### src/design/wpd_consts.svh
// constants for the white-led pwm dimming control
// assumes a 250 MHz core clock and an 8-bit register address space
`ifndef WPD_CONSTS_SVH
`define WPD_CONSTS_SVH

`define WPD_ADDR_ENFREQ   8'h18
`define WPD_ADDR_DIM      8'h19
`define WPD_ENFREQ_RST    8'h10
`define WPD_DIM_RST       8'h1D
`define WPD_EN_BIT        7
`define WPD_FREQ_MSB      5
`define WPD_FREQ_LSB      4
`define WPD_RANGE_BIT     7
`define WPD_DUTY_MSB      6
`define WPD_ENFREQ_MASK   8'hB0
`define WPD_DUTY_MAX      7'h63
`define WPD_LAST_STEP     7'h63
`define WPD_CLK_HZ        250000000
`define WPD_FREQ0_HZ      100
`define WPD_FREQ1_HZ      200
`define WPD_FREQ2_HZ      500
`define WPD_FREQ3_HZ      1000
`define WPD_STEPS         100
`define WPD_STEP_CYC(f)   ((`WPD_CLK_HZ) / ((f) * (`WPD_STEPS)))

`endif

### src/design/wpd_pkg.sv
// types for the white-led pwm dimming control
// assumes wpd_consts.svh for all numeric constants
package wpd_pkg;

    typedef struct packed {
        logic       en;          // sink_enable_bit
        logic [1:0] freq;        // dimming frequency code
        logic       range_high;  // 1 = high_range_reference
        logic [6:0] duty;        // pwm_duty_field
    } wpd_cfg_t;

    typedef struct packed {
        logic       wr;          // write strobe
        logic       rd;          // read strobe
        logic [7:0] addr;        // register address
        logic [7:0] wdata;       // write data
    } wpd_req_t;

endpackage

### src/design/wpd_top.sv
// pwm dimming control for a two-sink white-led boost driver
// assumes a register port driven from logic on the same clock (serial interface front end)
//
// How it works
// - one pwm signal gates both sinks together; default frequency after reset 200 Hz.
// - duty programmable 1% to 100% in 1% steps; reset default 30%.
// - range bit set selects the high range reference for both sinks.
// - range bit clear, the reset default, selects the low range reference.
// - enable, duty and frequency are software settings in the two control registers.
// - frequency code 00/01/10/11 gives 100/200/500/1000 Hz.
// - duty code n gives n+1 percent; codes above 63h give 0%.
// - enable bit 1 runs sinks and boost; 0 turns both off.
`include "wpd_consts.svh"
`timescale 1ns/1ps
`default_nettype none

module wpd_top #(
    parameter logic [15:0] STEP_CYC_F0 = 16'(`WPD_STEP_CYC(`WPD_FREQ0_HZ)), // per 1% at 100 Hz
    parameter logic [15:0] STEP_CYC_F1 = 16'(`WPD_STEP_CYC(`WPD_FREQ1_HZ)), // per 1% at 200 Hz
    parameter logic [15:0] STEP_CYC_F2 = 16'(`WPD_STEP_CYC(`WPD_FREQ2_HZ)), // per 1% at 500 Hz
    parameter logic [15:0] STEP_CYC_F3 = 16'(`WPD_STEP_CYC(`WPD_FREQ3_HZ))  // per 1% at 1 kHz
) (
    input  wire logic             clk,            // 250 MHz core clock
    input  wire logic             rst,            // async reset, active high
    input  wire wpd_pkg::wpd_req_t reg_req,       // register access request
    output logic [7:0]            reg_rdata,      // read data, valid cycle after rd
    output logic                  led_sink_a_on,  // gate for sink a
    output logic                  led_sink_b_on,  // gate for sink b
    output logic                  boost_en,       // boost converter enable
    output logic                  range_high_sel  // 1 high range ref, 0 low range ref
);
    import wpd_pkg::*;

    ////////////////////////////////////////////////////////////////////////////////
    // registers

    logic [7:0] led_enable_freq_reg_ff;
    logic [7:0] led_dimming_control_ff;
    wpd_cfg_t   reg_cfg;
    wpd_cfg_t   act_cfg_ff;

    always_ff @(posedge clk or posedge rst) begin
        if (rst) begin
            led_enable_freq_reg_ff <= `WPD_ENFREQ_RST;
            led_dimming_control_ff <= `WPD_DIM_RST;
        end else if (reg_req.wr) begin
            if (reg_req.addr == `WPD_ADDR_ENFREQ) begin
                led_enable_freq_reg_ff <= reg_req.wdata & `WPD_ENFREQ_MASK;
            end else if (reg_req.addr == `WPD_ADDR_DIM) begin
                led_dimming_control_ff <= reg_req.wdata;
            end
        end
    end

    always_ff @(posedge clk or posedge rst) begin
        if (rst) begin
            reg_rdata <= 8'h00;
        end else if (reg_req.rd) begin
            if (reg_req.addr == `WPD_ADDR_ENFREQ) begin
                reg_rdata <= led_enable_freq_reg_ff;
            end else if (reg_req.addr == `WPD_ADDR_DIM) begin
                reg_rdata <= led_dimming_control_ff;
            end else begin
                reg_rdata <= 8'h00;
            end
        end
    end

    always_comb begin
        reg_cfg.en         = led_enable_freq_reg_ff[`WPD_EN_BIT];
        reg_cfg.freq       = led_enable_freq_reg_ff[`WPD_FREQ_MSB:`WPD_FREQ_LSB];
        reg_cfg.range_high = led_dimming_control_ff[`WPD_RANGE_BIT];
        reg_cfg.duty       = led_dimming_control_ff[`WPD_DUTY_MSB:0];
    end

    ////////////////////////////////////////////////////////////////////////////////
    // period timing

    logic [15:0] prescale_ff;
    logic [6:0]  step_ff;
    logic [15:0] step_len;
    logic        tick;
    logic        period_end;
    logic [6:0]  duty_pct;

    always_comb begin
        case (act_cfg_ff.freq)
            2'b00:   step_len = STEP_CYC_F0;
            2'b01:   step_len = STEP_CYC_F1;
            2'b10:   step_len = STEP_CYC_F2;
            default: step_len = STEP_CYC_F3;
        endcase
    end

    assign tick       = (prescale_ff == step_len - 16'h0001);
    assign period_end = tick && (step_ff == `WPD_LAST_STEP);

    // counters rest at zero until the new settings are latched, so enabling
    // starts a whole period at the frequency just written
    always_ff @(posedge clk or posedge rst) begin
        if (rst) begin
            prescale_ff <= 16'h0000;
            step_ff     <= 7'h00;
        end else if (!reg_cfg.en || !act_cfg_ff.en) begin
            prescale_ff <= 16'h0000;
            step_ff     <= 7'h00;
        end else if (tick) begin
            prescale_ff <= 16'h0000;
            step_ff     <= period_end ? 7'h00 : step_ff + 7'h01;
        end else begin
            prescale_ff <= prescale_ff + 16'h0001;
        end
    end

    // settings track the registers while idle and on the first enabled cycle;
    // once running they move only at period end, so no pulse is cut short
    always_ff @(posedge clk or posedge rst) begin
        if (rst) begin
            act_cfg_ff <= '0;
        end else if (!reg_cfg.en || !act_cfg_ff.en || period_end) begin
            act_cfg_ff <= reg_cfg;
        end
    end

    assign duty_pct = (act_cfg_ff.duty > `WPD_DUTY_MAX) ? 7'h00
                                                         : act_cfg_ff.duty + 7'h01;

    ////////////////////////////////////////////////////////////////////////////////
    // outputs

    logic pwm_on;
    // held low for the one cycle before the settings latch: a pulse drawn from
    // stale settings would be cut off at the first boundary
    assign pwm_on = reg_cfg.en && act_cfg_ff.en && (step_ff < duty_pct);

    always_ff @(posedge clk or posedge rst) begin
        if (rst) begin
            led_sink_a_on <= 1'b0;
            led_sink_b_on <= 1'b0;
        end else begin
            led_sink_a_on <= pwm_on;
            led_sink_b_on <= pwm_on;
        end
    end

    always_ff @(posedge clk or posedge rst) begin
        if (rst) begin
            boost_en <= 1'b0;
        end else begin
            boost_en <= reg_cfg.en;
        end
    end

    always_ff @(posedge clk or posedge rst) begin
        if (rst) begin
            range_high_sel <= 1'b0;
        end else begin
            range_high_sel <= act_cfg_ff.range_high;
        end
    end
endmodule

`default_nettype wire

### config.mk
export PLATFORM = sky130hd
export DESIGN_NAME = wpd_top
export DESIGN_NICKNAME = d
export VERILOG_FILES = /design/src/design/wpd_pkg.sv /design/src/design/wpd_top.sv
export VERILOG_INCLUDE_DIRS = /design/src /design/src/design
export SDC_FILE = /design/constraint.sdc
export NUM_CORES = 1
export LEC_CHECK = 0
export BUFFER_PORTS_ARGS = -buffer_cell sky130_fd_sc_hd__buf_2
export CAP_MARGIN = 20
export CORE_ASPECT_RATIO = 0.8
export CORE_MARGIN = 4
export CORE_UTILIZATION = 53
export CTS_CLUSTER_SIZE = 10
export DETAILED_ROUTE_END_ITERATION = 10
export GPL_TIMING_DRIVEN = 0
export PLACE_DENSITY = 0.76
export SYNTH_ARGS = -nofsm -noshare
export SYNTH_HDL_FRONTEND = slang
export SYNTH_SLANG_ARGS = --single-unit
### constraint.sdc
create_clock -name clk -period 2.4 [get_ports clk]
set_clock_uncertainty 0.1 [all_clocks]
set_input_delay 0.48 -clock clk [delete_from_list [all_inputs] [get_ports clk]]
set_output_delay 0.48 -clock clk [all_outputs]
set_load 0.05 [all_outputs]
==> summary.txt <==
Status
  • Status: finished with violations
  • Failing checks: setup timing

Pwr
  • Power Dens Cells: between 400 and 500 nW/um2
  • Pleak: 0.00164 uW
  • Sw Ratio: 0.258
  • Gate power share: 0.099
  • Power share of the sequential group: 0.586
  • Sw Pwr: ~440 uW
  • Power Internal: about 1300 uW
  • Clock share of power: 0.315
  • Max VDD drop: roughly 0.32 mV

Route
  • Routed len/inst: around 15 um
  • DRC viols: 0
  • Vias per std cell: 5.54
  • Via count: 2177
  • First drt pass iteration count: 4
  • Final wirelength: between 5000 and 6000 um
  • Post-DRT Antenna Nets: 0
  • 1st-iter DRT viols: around 110

Finish
  • Share of layout cells above drive strength 1: 0.323
  • Fin nets: 366
  • Fillers: 375
  • Number of non-filler instances in the completed layout: about 390
  • ANT cells: 0
  • Layout overhead on the synthesized area: 19.9%
  • Final core occ: 0.681

Floorplan
  • Die Ht: approximately 75 um
  • Site Rows: 23
  • I/O pin count: 32
  • Die area: just under 7000 um2
  • Area of the core: 5180 um2
  • Initial Utilization: 0.568
  • Die Span X: 91.3 um

STA
  • Fmax: 408 MHz
  • Worst Hold Margin: 60.2 ps
  • Final hold violations: 0
  • Rel. slew slack: 0.619
  • Endpoints failing setup: 12
  • RSZ-0062 raised after global routing: true
  • Tightest Pin Transition: approximately 570 ps
  • Final worst setup slack: -50.7 ps
  • Fin. max-slew vios: 0
  • Tmin final: 2450 ps
  • Fin crit share: 1.02
  • Final setup TNS: -367 ps

Clocking
  • Clock buffer count from CTS: 5
  • CTS clk-pin slew, worst paths: roughly 100 ps
  • Root Buffer: clkbuf_8
  • CTS tree: done
  • Clock sink count: between 50 and 60
  • Htree depth: 2
  • Worst skew pair latency: between 300 and 400 ps
  • Post-CTS Hold Buffers: 0
  • CTS Buffer Depth: 2

Yosys
  • Main area contributors after synthesis: dfrtp_1 (43%), ha_1 (6.8%), xor2_1 (5.4%), mux2_2 (5.0%), dfstp_2 (4.5%)
  • Largest family of logic cells by synthesized area: simple AND/OR/NAND/NOR gates
  • Post-Synth Simple-Gate Area: 0.161
  • Most instantiated cells after synthesis: dfrtp_1 (51), nor2_1 (30), nand2_1 (20)
  • Fraction of the mapped netlist area in adder cells: 0.0681
  • Netlist cell types: 50
  • Primary FF master, synth: dfrtp_1
  • Mapped Cells: 276
  • Top cell type's share of synthesized area: 0.434
  • Syn_nets: 312
  • Top-count cell post-synth: dfrtp_1
  • Synth area leader: dfrtp_1
  • EDFF count, synth: 0
  • Mux contribution to synthesized area: 0.0940
  • XOR/XNOR Fraction of Synth Area: 0.0740
  • #FFs+latches synth: between 50 and 60
  • Area fraction in compound gates after synthesis: 0.0910
  • Synthesized area: a little under 3000 um2
  • YS warnings: 0
  • Avg Cell Area, Syn: 10.7 um2
  • FFs w/ async S/R, synth: 1.00
  • Register area share after synthesis: 0.479

Hold path
  • Hold Path Class: input port to async pin

Critical path
  • Setup CP Type: register to register
  • Critical path launch point type: register
  • Cells on worst reg2reg path: 10
  • CP arrival: around 2600 ps
  • Critical R2R Launch: act_cfg_ff[8]
  • Worst setup path start: act_cfg_ff[8]
  • CP required: approximately 2500 ps
  • Worst setup EP type: register
  • Reg2reg setup slack: -50 ps
  • Crit path max fanout: 8

Global routing
  • Initial antenna violation count: 0
  • Total congestion overflow: 0
  • First-pass GRT wire length: about 10000 um
  • Vias in the first global route: ~2.1k
  • Largest net degree at the start of global routing: 37
  • GRT Overall Usage: 0.193

Place
  • GP Congestion: between 0.8 and 0.9
  • Post-detail-place hpwl: ~4100 um
  • Dpl ws: -292 ps
  • Port buffer count: 31
  • DP Cell Count: 370

Job
  • Max cap viols: 0
==> per-layer routing <==
metal  vias to the layer above  track usage  part of all wire
met5                         -            0                 0
met4                         0       0.0702             0.016
met3                         8       0.0320             0.039
met2                        50        0.302              0.44
met1                      1052        0.276              0.50
li1                       1067            -                 -
==> power by group through the flow <==
stage               sequential (uW)  clock (uW)  combinational [uW]
CTS                             992         554                 165
global route                    996         589                 186
global placement               1010           0                 137
floorplan                      1020           0                83.4
detailed placement             1010           0                 146
finish                          992         533                 167
==> through the flow <==
| stage | instance area, um2 | total power (uW) |
|---|---|---|
| 6_report | 3530 | 1690 |
| 5_1_grt | 3530 | 1770 |
| 4_1_cts | 3480 | 1710 |
| 3_5_place_dp | 3220 | 1160 |
| 3_3_place_gp | 3200 | 1150 |
| 2_1_floorplan | 2970 | 1100 |
==> final cells by class <==
cell class / count / area, um2 / share of cell area
buffer: 7 / 56.3 / 0.0160
clock buffer: 5 / 68.8 / 0.0195
clock inverter: 3 / 22.5 / 0.00639
inverter: 15 / 58.8 / 0.0167
multi-input combinational: 198 / 1520 / 0.432
sequential: 56 / 1410 / 0.400
tap: 62 / 77.6 / 0.0220
timing repair buffer: 47 / 309 / 0.0876
==> sequential cells by signal (all words and copies together) (netlist names) <==
register,flops
step_ff,7
act_cfg_ff,11
led_sink_b_on,1
reg_rdata,8
prescale_ff,16
led_dimming_control_ff,8
boost_en,1
led_enable_freq_reg_ff,3
range_high_sel,1
==> layout by cell type (no fill, tap or decap), drive strengths merged, types with 2 or more instances in the layout <==
cell,instances
nand3,17
and3,4
ha,16
dfrtp,51
o21a,4
a22oi,3
clkinv,2
nand4,3
o21bai,2
xnor2,6
nand2,20
dfstp,5
nor3,5
inv,16
o21ai,15
clkbuf,9
a211oi,2
a21oi,6
or3,4
mux2,21
nor4,2
nor2,31
buf,50
xor2,18
a21o,3
==> cells by family (layout without fill, tap and decap cells) <==
group                      after synthesis  count (layout)
and+or+nand+nor                         95              95
DFF                                     56              56
AOI/OAI and AO/OA                       41              41
xor gates and xnor gates                24              24
muxes                                   22              22
buffers and inverters                   22              77
adders and majority gates               16              16
==> worst max-delay path, stage by stage, from the launching register on <==
cell and delay [ps]:
dfrtp_2 410, inv_2 90, ha_4 180, or3_1 340, a21o_1 210, xnor2_4 160
buf_4 150, o21ai_2 160, buf_6 160, a41oi_1 150, o21a_1 220
==> final timing paths <==
kind,endpoint
worst min register to register,range_high_sel
worst max register to register,step_ff[5]
min in group clk,led_dimming_control_ff[2]
worst max-delay path,step_ff[5]
worst min-delay path,range_high_sel
max in group asynchronous,led_dimming_control_ff[4]
==> repair_timing <==
item / in CTS / in global routing
resized for setup: 15 / 7
endpoints found under the setup margin: 25 / 28
pin swaps: 3 / 4
setup buffers: 10 / 4
gates cloned: 1 / 0
(Power assumes the default switching activity.)
